<file path="src/design/sleep_ctrl_defs.svh">
// Constants for the sleep and power reduction controller.
// Assumes AXI4-Lite byte addressing, 32-bit data, 8-bit registers in low bits.
`ifndef SLEEP_CTRL_DEFS_SVH
`define SLEEP_CTRL_DEFS_SVH

// ==========================================================
// Register byte addresses
`define ADDR_GATE          8'h00
`define ADDR_POWER         8'h35
`define ADDR_INDEX_POWER   8'h35
`define ADDR_POWER_BYTE    8'hD4
`define ADDR_STATUS        8'hD8
`define ADDR_AUX           8'hDC

// ==========================================================
// Field positions, power control register
`define POW_SLEEP_OFF      7
`define POW_SLEEP_EN       5
`define POW_MODE_HI        4
`define POW_MODE_LO        3
`define POW_CHANGE_EN      2

// ==========================================================
// Field positions, clock gate register
`define GATE_RESERVED      4
`define GATE_TIMER_ONE     3
`define GATE_TIMER_ZERO    2
`define GATE_SERIAL        1
`define GATE_CONVERTER     0
`define GATE_WR_MASK       8'h0F

// ==========================================================
// Field positions, auxiliary register
`define AUX_CONV_ON        0
`define AUX_COMP_ON        1
`define AUX_COMP_USES_REF  2
`define AUX_BROWNOUT_ON    3
`define AUX_WATCHDOG_ON    4

// ==========================================================
// Reset values and timing
`define RESET_BYTE         8'h00
`define CHANGE_WINDOW      3'h4
`define SLEEP_OFF_LIFE     3'h3
`define WAKE_HALT          3'h4
`define RESP_OKAY          2'b00
`define RESP_SLVERR        2'b10

`endif

</file>
<file path="src/design/sleep_ctrl_pkg.sv">
// Types for the sleep and power reduction controller.
// Assumes the defines header is compiled alongside.
package sleep_ctrl_pkg;

  // ==========================================================
  // Sleep mode encodings
  typedef enum logic [1:0] {
    MODE_IDLE     = 2'b00,
    MODE_NOISE    = 2'b01,
    MODE_PWR_DOWN = 2'b10,
    MODE_RESERVED = 2'b11
  } sleep_mode_t;

  // ==========================================================
  // Core state, one-hot
  typedef enum logic [2:0] {
    ST_RUN   = 3'b001,
    ST_SLEEP = 3'b010,
    ST_WAKE  = 3'b100
  } core_state_t;

endpackage : sleep_ctrl_pkg

</file>
<file path="src/design/sleep_power_control.sv">
// Sleep mode, timed detector disable and peripheral clock gating controller.
// Assumes a core that pulses sleep_instr and wake_event, and an AXI4-Lite master.
//
// Function
// [RULE1] Two-bit sleep field picks idle, noise reduction or power-down; fourth is reserved
// [RULE2] SLEEP enters the selected mode only while sleep enable is one
// [RULE3] Off bit is set only by both-ones write then off-only write within four cycles
// [RULE4] Off bit is in effect after three cycles; SLEEP then switches detector off
// [RULE5] Hardware clears the off bit three cycles after it was set; the code keeps it set four cycles, clearing it one cycle after it takes effect
// [RULE6] Gate register top three bits are read-only; bit four reads zero
// [RULE7] Timer one gate bit freezes timer one; clearing it resumes the timer
// [RULE8] Timer zero gate bit freezes timer zero; clearing it resumes the timer
// [RULE9] Serial gate bit stops the serial clock; software re-initialises afterwards
// [RULE10] Converter gate shuts converter down and blocks comparator input mux routing
// [RULE11] Input buffers disabled when I/O and converter clocks both stop, except wake pins
// [RULE12] Enabled converter stays on in sleep; restart marks next conversion extended
// [RULE13] Power-down turns comparator off; reference kept if comparator uses it
// [RULE14] Reference on whenever detector, comparator or converter needs it
// [RULE15] Enabled watchdog and detector stay on in sleep unless timed disable applies
// [RULE16] Software sets sleep enable just before SLEEP and clears it after waking
// [RULE17] Software disables digital buffers of analog pins by the disable register
// [RULE18] Wake by interrupt halts four cycles more before the core resumes
// [RULE19] Software-disabled detector goes off at sleep entry and back on at wake
// [RULE20] SLEEP with the reserved mode leaves the core running
`timescale 1ns/1ps
`include "sleep_ctrl_defs.svh"

module sleep_power_control (
  input  wire logic        clk_sys,
  input  wire logic        resetn,
  input  wire logic [7:0]  s_axi_awaddr,
  input  wire logic        s_axi_awvalid,
  output logic             s_axi_awready,
  input  wire logic [31:0] s_axi_wdata,
  input  wire logic [3:0]  s_axi_wstrb,
  input  wire logic        s_axi_wvalid,
  output logic             s_axi_wready,
  output logic [1:0]       s_axi_bresp,
  output logic             s_axi_bvalid,
  input  wire logic        s_axi_bready,
  input  wire logic [7:0]  s_axi_araddr,
  input  wire logic        s_axi_arvalid,
  output logic             s_axi_arready,
  output logic [31:0]      s_axi_rdata,
  output logic [1:0]       s_axi_rresp,
  output logic             s_axi_rvalid,
  input  wire logic        s_axi_rready,
  input  wire logic [2:0]  prepared_read_in,
  input  wire logic        sleep_instr,
  input  wire logic        wake_event,
  output logic             core_halt,
  output logic             clk_cpu_en,
  output logic             clk_io_en,
  output logic             clk_conv_en,
  output logic             osc_en,
  output logic             timer_one_run,
  output logic             timer_zero_run,
  output logic             serial_clk_en,
  output logic             converter_powered,
  output logic             comp_mux_allowed,
  output logic             extended_conversion,
  output logic             comparator_on,
  output logic             reference_on,
  output logic             brownout_on,
  output logic             watchdog_on,
  output logic             input_buf_en,
  output logic             wake_pin_buf_en
);

  // ==========================================================
  // State
  logic [7:0]                gate_reg;
  logic [7:0]                power_reg;
  logic [4:0]                aux_reg;
  logic [2:0]                window_reg;
  logic [2:0]                life_reg;
  logic [2:0]                halt_reg;
  logic                      bod_off_reg;
  logic                      conv_was_off_reg;
  logic                      ext_conv_reg;
  sleep_ctrl_pkg::sleep_mode_t mode_reg;
  sleep_ctrl_pkg::core_state_t state_reg;
  sleep_ctrl_pkg::core_state_t state_next;
  logic                      aw_hold_reg;
  logic                      w_hold_reg;
  logic [7:0]                aw_addr_reg;
  logic [31:0]               w_data_reg;
  logic [3:0]                w_strb_reg;
  logic                      bvalid_reg;
  logic [1:0]                bresp_reg;
  logic                      rvalid_reg;
  logic [31:0]               rdata_reg;
  logic [1:0]                rresp_reg;

  // ==========================================================
  // Bus decode
  wire        wr_fire   = aw_hold_reg & w_hold_reg & ~bvalid_reg;
  wire        wr_gate   = wr_fire & (aw_addr_reg == `ADDR_GATE) & w_strb_reg[0];
  wire        wr_power  = wr_fire & (aw_addr_reg == `ADDR_POWER_BYTE) & w_strb_reg[0];
  wire        wr_aux    = wr_fire & (aw_addr_reg == `ADDR_AUX) & w_strb_reg[0];
  wire        wr_known  = (aw_addr_reg == `ADDR_GATE) | (aw_addr_reg == `ADDR_POWER_BYTE)
                        | (aw_addr_reg == `ADDR_STATUS) | (aw_addr_reg == `ADDR_AUX);
  wire [7:0]  wbyte     = w_data_reg[7:0];
  wire        rd_fire   = s_axi_arvalid & ~rvalid_reg;
  wire        both_ones = wbyte[`POW_SLEEP_OFF] & wbyte[`POW_CHANGE_EN];
  wire        off_only  = wbyte[`POW_SLEEP_OFF] & ~wbyte[`POW_CHANGE_EN];
  wire        set_off   = wr_power & off_only & (window_reg != 3'h0);              // RULE3
  wire        off_live  = power_reg[`POW_SLEEP_OFF] & (life_reg == 3'h0);          // RULE4
  wire [7:0]  gate_read = {prepared_read_in, 1'b0, gate_reg[3:0]};                // RULE6
  wire [7:0]  status_rd = {3'h0, bod_off_reg, ext_conv_reg, state_reg};
  wire        mode_ok   = power_reg[`POW_MODE_HI:`POW_MODE_LO] != 2'b11;          // RULE20
  wire        go_sleep  = sleep_instr & power_reg[`POW_SLEEP_EN] & mode_ok;       // RULE2
  wire        asleep    = state_reg == sleep_ctrl_pkg::ST_SLEEP;
  wire        pdown     = asleep & (mode_reg == sleep_ctrl_pkg::MODE_PWR_DOWN);   // RULE1

  assign s_axi_awready = ~aw_hold_reg;
  assign s_axi_wready  = ~w_hold_reg;
  assign s_axi_arready = ~rvalid_reg;
  assign s_axi_bvalid  = bvalid_reg;
  assign s_axi_bresp   = bresp_reg;
  assign s_axi_rvalid  = rvalid_reg;
  assign s_axi_rdata   = rdata_reg;
  assign s_axi_rresp   = rresp_reg;

  // ==========================================================
  // Write channel capture
  always_ff @(posedge clk_sys or negedge resetn) begin
    if (!resetn) begin
      aw_hold_reg <= 1'b0;
      w_hold_reg  <= 1'b0;
      aw_addr_reg <= 8'h00;
      w_data_reg  <= 32'h0000_0000;
      w_strb_reg  <= 4'h0;
    end else begin
      if (s_axi_awvalid & ~aw_hold_reg) begin
        aw_hold_reg <= 1'b1;
        aw_addr_reg <= s_axi_awaddr;
      end else if (wr_fire) begin
        aw_hold_reg <= 1'b0;
      end
      if (s_axi_wvalid & ~w_hold_reg) begin
        w_hold_reg <= 1'b1;
        w_data_reg <= s_axi_wdata;
        w_strb_reg <= s_axi_wstrb;
      end else if (wr_fire) begin
        w_hold_reg <= 1'b0;
      end
    end
  end

  // ==========================================================
  // Responses
  always_ff @(posedge clk_sys or negedge resetn) begin
    if (!resetn) begin
      bvalid_reg <= 1'b0;
      bresp_reg  <= `RESP_OKAY;
      rvalid_reg <= 1'b0;
      rdata_reg  <= 32'h0000_0000;
      rresp_reg  <= `RESP_OKAY;
    end else begin
      if (wr_fire) begin
        bvalid_reg <= 1'b1;
        bresp_reg  <= wr_known ? `RESP_OKAY : `RESP_SLVERR;
      end else if (s_axi_bready) begin
        bvalid_reg <= 1'b0;
      end
      if (rd_fire) begin
        rvalid_reg <= 1'b1;
        rresp_reg  <= `RESP_OKAY;
        case (s_axi_araddr)
          `ADDR_GATE:       rdata_reg <= {24'h00_0000, gate_read};
          `ADDR_POWER_BYTE: rdata_reg <= {24'h00_0000, power_reg};
          `ADDR_STATUS:     rdata_reg <= {24'h00_0000, status_rd};
          `ADDR_AUX:        rdata_reg <= {27'h000_0000, aux_reg};
          default: begin
            rdata_reg <= 32'h0000_0000;
            rresp_reg <= `RESP_SLVERR;
          end
        endcase
      end else if (s_axi_rready) begin
        rvalid_reg <= 1'b0;
      end
    end
  end

  // ==========================================================
  // Registers and timed sequence
  always_ff @(posedge clk_sys or negedge resetn) begin
    if (!resetn) begin
      gate_reg   <= `RESET_BYTE;
      power_reg  <= `RESET_BYTE;
      aux_reg    <= 5'h00;
      window_reg <= 3'h0;
      life_reg   <= 3'h0;
    end else begin
      if (wr_gate) gate_reg <= wbyte & `GATE_WR_MASK;                             // RULE6
      if (wr_aux) aux_reg <= wbyte[4:0];
      if (wr_power & both_ones) begin
        window_reg <= `CHANGE_WINDOW;                                              // RULE3
      end else if (window_reg != 3'h0) begin
        window_reg <= window_reg - 3'h1;
      end
      if (wr_power) begin
        power_reg[6:0] <= wbyte[6:0];
      end
      if (set_off) begin
        power_reg[`POW_SLEEP_OFF] <= 1'b1;                                        // RULE3
        life_reg <= `SLEEP_OFF_LIFE;
      end else if (power_reg[`POW_SLEEP_OFF]) begin
        if (life_reg != 3'h0) life_reg <= life_reg - 3'h1;
        else power_reg[`POW_SLEEP_OFF] <= 1'b0;                                   // RULE5
      end
    end
  end

  // ==========================================================
  // Core sleep state machine
  always_comb begin
    state_next = state_reg;
    case (state_reg)
      sleep_ctrl_pkg::ST_RUN:   if (go_sleep) state_next = sleep_ctrl_pkg::ST_SLEEP;
      sleep_ctrl_pkg::ST_SLEEP: if (wake_event) state_next = sleep_ctrl_pkg::ST_WAKE;
      sleep_ctrl_pkg::ST_WAKE:  if (halt_reg == 3'h1) state_next = sleep_ctrl_pkg::ST_RUN;
      default:                  state_next = sleep_ctrl_pkg::ST_RUN;
    endcase
  end

  always_ff @(posedge clk_sys or negedge resetn) begin
    if (!resetn) begin
      state_reg        <= sleep_ctrl_pkg::ST_RUN;
      mode_reg         <= sleep_ctrl_pkg::MODE_IDLE;
      halt_reg         <= 3'h0;
      bod_off_reg      <= 1'b0;
      conv_was_off_reg <= 1'b0;
      ext_conv_reg     <= 1'b0;
    end else begin
      state_reg <= state_next;
      if (go_sleep & (state_reg == sleep_ctrl_pkg::ST_RUN)) begin
        mode_reg    <= sleep_ctrl_pkg::sleep_mode_t'(power_reg[`POW_MODE_HI:`POW_MODE_LO]);
        bod_off_reg <= off_live;                                                  // RULE4 RULE19
      end
      if (asleep & wake_event) begin
        halt_reg    <= `WAKE_HALT;                                                // RULE18
        bod_off_reg <= 1'b0;                                                      // RULE19
      end else if (halt_reg != 3'h0) begin
        halt_reg <= halt_reg - 3'h1;
      end
      conv_was_off_reg <= ~converter_powered;
      if (conv_was_off_reg & converter_powered) ext_conv_reg <= 1'b1;             // RULE12
      else if (~aux_reg[`AUX_CONV_ON]) ext_conv_reg <= 1'b0;
    end
  end

  // ==========================================================
  // Clock domains and module enables
  assign core_halt        = state_reg != sleep_ctrl_pkg::ST_RUN;                  // RULE18
  assign clk_cpu_en       = ~core_halt;
  assign clk_io_en        = ~asleep | (mode_reg == sleep_ctrl_pkg::MODE_IDLE);    // RULE1
  assign clk_conv_en      = ~pdown;
  assign osc_en           = ~pdown;
  assign timer_one_run    = clk_io_en & ~gate_reg[`GATE_TIMER_ONE];               // RULE7
  assign timer_zero_run   = clk_io_en & ~gate_reg[`GATE_TIMER_ZERO];              // RULE8
  assign serial_clk_en    = clk_io_en & ~gate_reg[`GATE_SERIAL];                  // RULE9
  assign converter_powered = aux_reg[`AUX_CONV_ON] & ~gate_reg[`GATE_CONVERTER];  // RULE10 RULE12
  assign comp_mux_allowed = ~gate_reg[`GATE_CONVERTER];                           // RULE10
  assign extended_conversion = ext_conv_reg;
  assign comparator_on    = aux_reg[`AUX_COMP_ON] & ~pdown;                       // RULE13
  assign brownout_on      = aux_reg[`AUX_BROWNOUT_ON] & ~bod_off_reg;             // RULE15
  assign watchdog_on      = aux_reg[`AUX_WATCHDOG_ON];                            // RULE15
  assign reference_on     = brownout_on | converter_powered                       // RULE14
                          | (aux_reg[`AUX_COMP_ON] & aux_reg[`AUX_COMP_USES_REF]); // RULE13
  assign input_buf_en     = clk_io_en | clk_conv_en;                              // RULE11
  assign wake_pin_buf_en  = 1'b1;                                                 // RULE11

  // ==========================================================
  // Checks
  chk_sleep_needs_enable: assert property (@(posedge clk_sys) disable iff (!resetn) // RULE2
    (state_reg == sleep_ctrl_pkg::ST_RUN && sleep_instr && !power_reg[`POW_SLEEP_EN])
      |=> state_reg == sleep_ctrl_pkg::ST_RUN)
    else $error("sleep entered without enable");
  chk_reserved_mode_runs: assert property (@(posedge clk_sys) disable iff (!resetn) // RULE20
    (state_reg == sleep_ctrl_pkg::ST_RUN && sleep_instr
      && power_reg[`POW_MODE_HI:`POW_MODE_LO] == 2'b11) |=> !core_halt)
    else $error("reserved mode halted core");
  chk_off_self_clear: assert property (@(posedge clk_sys) disable iff (!resetn) // RULE5
    set_off |=> power_reg[`POW_SLEEP_OFF] [*4] ##1 !power_reg[`POW_SLEEP_OFF])
    else $error("off bit lifetime wrong");
  chk_off_needs_seq: assert property (@(posedge clk_sys) disable iff (!resetn) // RULE3
    $rose(power_reg[`POW_SLEEP_OFF]) |-> $past(window_reg) != 3'h0)
    else $error("off bit set without sequence");
  chk_off_effect_delay: assert property (@(posedge clk_sys) disable iff (!resetn) // RULE4
    set_off |=> !off_live ##1 !off_live ##1 !off_live ##1 off_live)
    else $error("off bit effect timing wrong");
  chk_wake_halt_four: assert property (@(posedge clk_sys) disable iff (!resetn) // RULE18
    (asleep && wake_event) |=> core_halt [*4] ##1 !core_halt)
    else $error("wake halt not four cycles");
  chk_gate_reserved_zero: assert property (@(posedge clk_sys) disable iff (!resetn) // RULE6
    rvalid_reg && $past(rd_fire && s_axi_araddr == `ADDR_GATE) |-> !rdata_reg[`GATE_RESERVED])
    else $error("reserved gate bit read one");
  chk_timer_freeze: assert property (@(posedge clk_sys) disable iff (!resetn) // RULE7
    gate_reg[`GATE_TIMER_ONE] |-> !timer_one_run && !timer_zero_run == gate_reg[`GATE_TIMER_ZERO]
      || !clk_io_en)
    else $error("timer gating wrong");
  chk_pdown_comparator: assert property (@(posedge clk_sys) disable iff (!resetn) // RULE13
    pdown |-> !comparator_on && !input_buf_en)
    else $error("power-down left comparator or buffers on");

endmodule : sleep_power_control

</file>
<file path="config.mk">
export PLATFORM = sky130hd
export DESIGN_NAME = sleep_power_control
export DESIGN_NICKNAME = d
export VERILOG_FILES = /design/src/design/sleep_ctrl_pkg.sv /design/src/design/sleep_power_control.sv
export VERILOG_INCLUDE_DIRS = /design/src /design/src/design
export SDC_FILE = /design/constraint.sdc
export NUM_CORES = 1
export LEC_CHECK = 0
export ABC_AREA = 1
export BUFFER_PORTS_ARGS = -buffer_cell sky130_fd_sc_hd__buf_2
export CORE_UTILIZATION = 45
export DETAILED_ROUTE_END_ITERATION = 16
export PLACE_DENSITY = 0.82
export SETUP_SLACK_MARGIN = 0.4
export SYNTH_ARGS = -nofsm -noshare
export SYNTH_HDL_FRONTEND = slang
export SYNTH_SLANG_ARGS = --single-unit
</file>
<file path="constraint.sdc">
create_clock -name clk_sys -period 1.5 [get_ports clk_sys]
set_clock_uncertainty 0.05 [all_clocks]
set_input_delay 0.3 -clock clk_sys [delete_from_list [all_inputs] [get_ports clk_sys]]
set_output_delay 0.3 -clock clk_sys [all_outputs]
set_load 0.02 [all_outputs]
</file>
==> results of run 1 <==
layer usage:
layer | track usage, % | share of wire, % | up-vias
met5 | 0 | 0 | -
met4 | 6.45 | 4.2 | 0
met3 | 6.50 | 5.2 | 37
met2 | 42.1 | 55 | 141
met1 | 25.0 | 36 | 1587
li1 | - | - | 1472
through the flow:
step | hold WS, ns | total power (W) | utilization (%) | instances | TNS [ns]
after floorplan | -0.0456 | 0.00410 | - | 417 | 0
after global placement | 0.286 | 0.00446 | 52.9 | 557 | 0
after detailed placement | 0.291 | 0.00459 | 52.9 | 557 | 0
after CTS | 0.0911 | 0.00660 | 63.1 | 605 | -1.92
after global routing | 0.0810 | 0.00814 | 72.6 | 637 | -3.13
final | 0.0920 | 0.00772 | 72.6 | 637 | -2.39
worst paths after layout:
kind,from,end,slack [ns]
max in group asynchronous,resetn,state_reg[0],0.63
min reg2reg,s_axi_rdata[6],s_axi_rdata[6],0.45
min in group asynchronous,resetn,w_hold_reg,0.45
max,state_reg[2],comparator_on,-0.32
min,s_axi_rready,s_axi_rvalid,0.09
max reg2reg,state_reg[0],mode_reg[1],0.01
final cells by class:
| cell class | count | area [um^2] |
|---|---|---|
| Clock buffer | 10 | 138 |
| Clock inverter | 6 | 57.6 |
| Fill cell | 486 | 1980 |
| Inverter | 52 | 208 |
| Multi-Input combinational cell | 269 | 1900 |
| Sequential cell | 65 | 1630 |
| Tap cell | 99 | 124 |
| Timing Repair Buffer | 136 | 1180 |
power groups by stage:
| stage | combinational (W) | sequential, W | clock (W) |
|---|---|---|---|
| floorplan | 0.00150 | 0.00260 | 0 |
| global placement | 0.00186 | 0.00260 | 0 |
| detailed placement | 0.00196 | 0.00263 | 0 |
| CTS | 0.00251 | 0.00259 | 0.00150 |
| global route | 0.00381 | 0.00273 | 0.00160 |
| finish | 0.00355 | 0.00268 | 0.00149 |
critical path: stages, from the launching register on:
cell and delay (ns):
dfrtp_1 0.42, inv_2 0.11, nand3_4 0.09, inv_4 0.10
nand3_2 0.11, and2_4 0.17, buf_6 0.12
cell usage after synthesis, types with 3 or more instances:
cell type and count:
nand2_1 94, dfrtp_1 64, inv_1 49, nor2_1 31
buf_4 28, nand3_1 25, o21ai_1 20, a21oi_1 15
o21ai_0 10, ha_1 7, mux2_2 6, nor2_2 5
nand4_1 4, nor2_4 4, inv_2 3, nand2_2 3
o211ai_1 3, xor2_1 3
cells by family after synthesis:
logic type / after synthesis / synth area share [%]
compound gates: 49 / 7.68
mux: 7 / 2.36
buf+inv: 84 / 13.1
fa+ha+maj: 7 / 2.62
xor+xnor: 4 / 1.05
other cells: 2 / 0.225
flops: 65 / 48.7
simple gates: 174 / 24.2
repair_timing:
action	in CTS	in global routing
resized for setup	98	116
pin swaps	22	38
hold endpoints to repair	64	0
setup endpoints to repair	73	93
gates cloned	0	3
hold buffers	1	0
buffers inserted	31	29
==> results.txt, run 1 <==
----------------------------------------------------
[CTS]
  Clock tree from TritonCTS ... done
  CTS root buffer ... clkbuf_8
  Clk Latency, worst-skew pair ... 0.35 ns
  Clock Pin Slew Worst Setup and Hold Paths ... 0.07 ns
  H-tree depth reported by CTS ... 3
  Clock buffers created by TritonCTS ... 9
  Clk sinks ... 65
  CTS Buffer Depth ... 2

[Placement]
  Final Wtd Congestion ... 0.825
  Total half-perimeter wirelength after legalization and detailed placement ... 5.19 mm
  Post-DP Area ... 0.00382 mm^2
  Count of input and output buffers ... 67
  Worst-case setup slack after placement ... 0.0251 ns

[Floorplan]
  Floorplan die area ... 0.00777 mm^2
  Count of standard-cell rows ... 31
  Die extent in y ... 88.1 um
  Ports ... 122
  Starting Density ... 46.3%
  Die Width ... 88.1 um
  Placeable Area ... 0.00721 mm^2

[Synth]
  Sequential share of the synthesized area ... 48.7%
  Share of the synthesized area in the top cell type ... 48.0%
  Yosys warning count ... 0
  Mean area per synthesized cell ... 8.52 um^2
  Synth Cell Area ... 0.00334 mm^2
  Dominant cell type by area after synthesis ... dfrtp_1
  Ys flop type ... dfrtp_1
  Count of state elements after synthesis ... 65
  Top area cells in the synthesized netlist ... dfrtp_1 48%, nand2_1 11%, buf_4 6.3%
  Async S/R FF share, synth ... 100%
  Distinct cell type count after synthesis ... 33
  Cells after synthesis ... 392
  Count of flip-flops with a built-in enable after synthesis ... 0

[Layout]
  Cell area after layout ... 0.00524 mm^2
  Commonest cells after routing, fill and taps aside ... 66 x nand2_1, 62 x dfrtp_1, 53 x buf_6
  Net count, final ... 604
  Antenna diode count ... 0
  Synth-to-layout area growth ... 56.8%
  Proportion of layout cells with a drive suffix above 1 ... 53.2%
  Commonest non-fill, non-tap cell in the layout ... nand2_1

[STA]
  Endpoints failing hold ... 0
  Post-layout min period ... 1.82 ns
  Pins Over Slew Limit ... 0
  Timing-limited maximum frequency ... 549 MHz
  Setup violations, final ... 13
  Setup ws final ... -0.321 ns
  Setup repair after global routing missed its margin ... true
  Share of the clock period used by the worst path ... 121%

[Worst setup path]
  Startpoint types ... register
  Arrival time reported for the critical path endpoint ... 1.47 ns
  Startpoint-to-endpoint class of the critical path ... register to output pin
  Maximum fanout encountered on the critical timing path ... 4
  Kind of capture point of the worst setup path ... output pin
  Data required, critical path ... 1.15 ns
  R2R cell count ... 8

[Outcome]
  Failing checks ... negative setup slack
  Outcome ... complete, but fails checks

[GRT]
  Total global-route track usage ... 22.6%
  Largest net degree at the start of global routing ... 66
  Initial antenna violation count ... 0
  Grt total ovfl ... 0
  Number of global-route vias before repair ... 2896
  Wire length of the first global-routing pass ... 13.2 mm

[Power]
  Pwr Density ... 1470 mW/mm^2
  Switching component of the power ... 0.00299 W
  Sw Share ... 38.7%
  Leakage power of the design ... 2.63 nW
  Worst IR Drop VDD ... 0.00138 V
  Portion of total power attributed to the clock network ... 19.3%
  Part of the power in registers ... 34.7%
  Cell internal pwr ... 0.00473 W
  Share of total power in combinational logic ... 45.9%

[Drt]
  Post-route ant nets ... 0
  Count of vias placed by the detailed router ... 3237
  TritonRoute pass-1 iters ... 4
  DRC violation total after the first TritonRoute iteration ... 217
  Wire length per cell after detailed routing ... 15.9 um
  Mean number of vias per cell ... 5.08
  Post-detailed-route DRC marker count ... 0
  Final routed wirelength across all metal layers ... 10.1 mm

[Run]
  Max Cap Violations ... 0

[Worst hold path]
  Worst hold path depth ... 2
  Worst min path class ... input pin to register

----------------------------------------------------
Power figures use the tool's default switching activity.
==> inputs of run 2 (changes only) <==
- CORE_UTILIZATION: 45 -> 25
- PLACE_DENSITY: 0.82 -> 0.51
==> run 2 against run 1 <==
Compared with the run above:
- the run still ends with negative setup slack left
- worst setup slack better by 0.025 ns
- combinational power is 3% lower
- sequential cell count stayed put
- via count is 9.6% lower
- power is 3.7% higher
- die area is 78% higher
- final cell count is 9.7% higher
- register-to-register slack worse by 0.05 ns
- critical path type unchanged
- largest cell class unchanged
==> results.txt, run 2 (synthesis results as in run 1) <==
----------------------------------------------------
[Worst setup path]
  Data required, critical path ... 1.15 ns (about the same)
  Most Frequent Cell on Critical Path ... inv_4
  Startpoint types ... register
  Slowest-stage cell, CP ... dfstp_2
  Kind of capture point of the worst setup path ... output pin
  Startpoint-to-endpoint class of the critical path ... register to output pin
  Maximum fanout encountered on the critical timing path ... 4 (unchanged)
  R2R cell count ... 9 (+1)
  Arrival time reported for the critical path endpoint ... 1.45 ns (-0.02 ns)
  CP cell instances ... inv_2, nand3_4, inv_4, o21ai_4, inv_4, nor2_4, buf_6
  Delay of the slowest critical-path stage ... 0.54 ns (+0.12 ns)

[STA]
  Setup violations, final ... 13 (unchanged)
  Share of the clock period used by the worst path ... 120% (-1.7 points)
  Setup repair after global routing missed its margin ... true
  Endpoints failing hold ... 0 (unchanged)
  Timing-limited maximum frequency ... 557 MHz (+1.4%)
  Setup ws final ... -0.296 ns (+0.0249 ns)
  Post-layout min period ... 1.80 ns (-0.0249 ns)
  Pins Over Slew Limit ... 0 (unchanged)

[Worst hold path]
  Worst hold path depth ... 2 (unchanged)
  Worst min path class ... input pin to register

[Drt]
  Total met2 wirelength after detailed routing ... 4.30 mm (-22%)
  TritonRoute pass-1 iters ... 4 (unchanged)
  Count of vias placed by the detailed router ... 2925 (-9.6%)
  Post-route ant nets ... 0 (unchanged)
  Metal3 WL ... 487 um (-6.9%)
  Post-detailed-route DRC marker count ... 0 (unchanged)
  Final routed wirelength across all metal layers ... 8.82 mm (-13%)
  Wire length per cell after detailed routing ... 12.6 um (-21%)
  DRC violation total after the first TritonRoute iteration ... 98 (-55%)
  Top routing layer in use ... met4
  Met1 layer wirelength in the final routing ... 3.92 mm (+7.7%)
  Mean number of vias per cell ... 4.18 (-18%)

[Layout]
  Synth-to-layout area growth ... 59.1%
  Commonest non-fill, non-tap cell in the layout ... nand2_1
  Proportion of layout cells with a drive suffix above 1 ... 50.9% (-2.3 points)
  Post-route non-filler standard cell count ... 699 (+9.7%)
  Net count, final ... 593 (-1.8%)
  Antenna diode count ... 0 (unchanged)
  Commonest cells after routing, fill and taps aside ... 71 x nand2_1, 61 x dfrtp_1, 50 x buf_6

[CTS]
  Clock buffers created by TritonCTS ... 9 (unchanged)
  Clk sinks ... 65 (unchanged)
  H-tree depth reported by CTS ... 3 (unchanged)
  CTS Buffer Depth ... 2 (unchanged)
  CTS root buffer ... clkbuf_16
  Clock tree from TritonCTS ... done
  Clock Pin Slew Worst Setup and Hold Paths ... 0.06 ns (about the same)
  Clk Latency, worst-skew pair ... 0.33 ns (-0.02 ns)

[Placement]
  Final Wtd Congestion ... 0.773 (-6.3%)
  Total half-perimeter wirelength after legalization and detailed placement ... 5.73 mm (+10%)
  Count of input and output buffers ... 67 (unchanged)
  Placed Cells ... 631 (+13%)

[GRT]
  Initial antenna violation count ... 0 (unchanged)
  Grt total ovfl ... 0 (unchanged)
  Wire length of the first global-routing pass ... 13.5 mm (+2.8%)
  Largest net degree at the start of global routing ... 66 (unchanged)
  Number of global-route vias before repair ... 2817 (-2.7%)
  Total global-route track usage ... 12.4% (-10 points)

[Power]
  Portion of total power attributed to the clock network ... 24.0% (+4.7 points)
  Cell internal pwr ... 0.00507 W (+7.1%)
  Pwr Density ... 1510 mW/mm^2 (+2.2%)
  Leakage power of the design ... 2.60 nW (-0.97%)
  Switching component of the power ... 0.00293 W (-1.8%)
  Sw Share ... 36.6% (-2.0 points)
  Part of the power in registers ... 33.1% (-1.6 points)
  Worst IR Drop VDD ... 0.00108 V (-22%)
  Share of total power in combinational logic ... 42.9% (-3.0 points)
  Total power ... 0.00801 W (+3.7%)

[Floorplan]
  Die extent in y ... 118 um (+33%)
  Floorplan die area ... 0.0138 mm^2 (+78%)
  Starting Density ... 26.0% (-20 points)
  Ports ... 122 (unchanged)
  Placeable Area ... 0.0128 mm^2 (+78%)
  Die Width ... 118 um (+33%)
  Count of standard-cell rows ... 41 (+32%)

[Outcome]
  Failing checks ... negative setup slack
  Outcome ... complete, but fails checks

[Run]
  Max Cap Violations ... 0 (unchanged)

----------------------------------------------------
## run 2: changes by cell type in the layout (fill, tap and decap cells not counted), sizes merged
cell and delta:
buf -11, bufinv -1, nand2 +1
## run 2: critical path, delay by kind of cell (launching register included)
| kind | cells | cell delay, ns |
|---|---|---|
| compound gates | 1 | 0.07 |
| buf+inv | 4 | 0.31 |
| flops | 1 | 0.54 |
| simple gates | 2 | 0.20 |
## run 2: repair_timing
action / 4_1_cts / 5_1_grt
pin swaps: 25 / 30
endpoints found under the setup margin: 71 / 87
cloned: 0 / 3
hold endpoints to repair: 64 / 0
setup buffers: 29 / 19
gates resized for setup: 112 / 100
hold buffers: 1 / 0
## run 2: area by class of cell
class                   instances  area (um^2)
fillers                      1284         7510
multi-input cells             270         1910
flip-flops and latches         65         1630
repair buffers                124         1080
clock buffers                  11          243
well taps                     172          215
inverters                      52          210
clock inverters                 5         31.3
## run 2: power groups by stage
stage / sequential [W] / combinational (W) / clock, W
6_report: 0.00265 / 0.00343 / 0.00192
5_1_grt: 0.00271 / 0.00373 / 0.00204
4_1_cts: 0.00261 / 0.00273 / 0.00197
3_5_place_dp: 0.00263 / 0.00198 / 0
3_3_place_gp: 0.00261 / 0.00191 / 0
2_1_floorplan: 0.00260 / 0.00150 / 0
## run 2: worst paths after layout
path | start | end | slack (ns)
max | state_reg[0] | serial_clk_en | -0.30
min in group asynchronous | resetn | w_data_reg[7] | 0.45
max in group asynchronous | resetn | state_reg[0] | 0.60
min | s_axi_bready | s_axi_bvalid | 0.07
min reg2reg | conv_was_off_reg | extended_conversion | 0.42
max reg2reg | state_reg[0] | mode_reg[1] | -0.04
## run 2: metrics by stage
step                      setup WS, ns  utilization (%)  setup TNS, ns  area, um^2  hold WS (ns)
after global routing            -0.347             41.4          -2.63        5310        0.0766
after global placement          0.0261             30.5              0        3920         0.294
final                           -0.296             41.4          -1.96        5310        0.0725
after floorplan                  0.108                -              0        3540       -0.0456
after detailed placement        0.0157             30.5              0        3920         0.296
after CTS                       -0.289             37.2          -2.06        4770        0.0721
## run 2: layer usage
layer	vias to the layer above	track usage, %
li1	1449	-
met1	1377	15.8
met2	88	19.6
met3	11	3.88
met4	0	4.57
met5	-	0
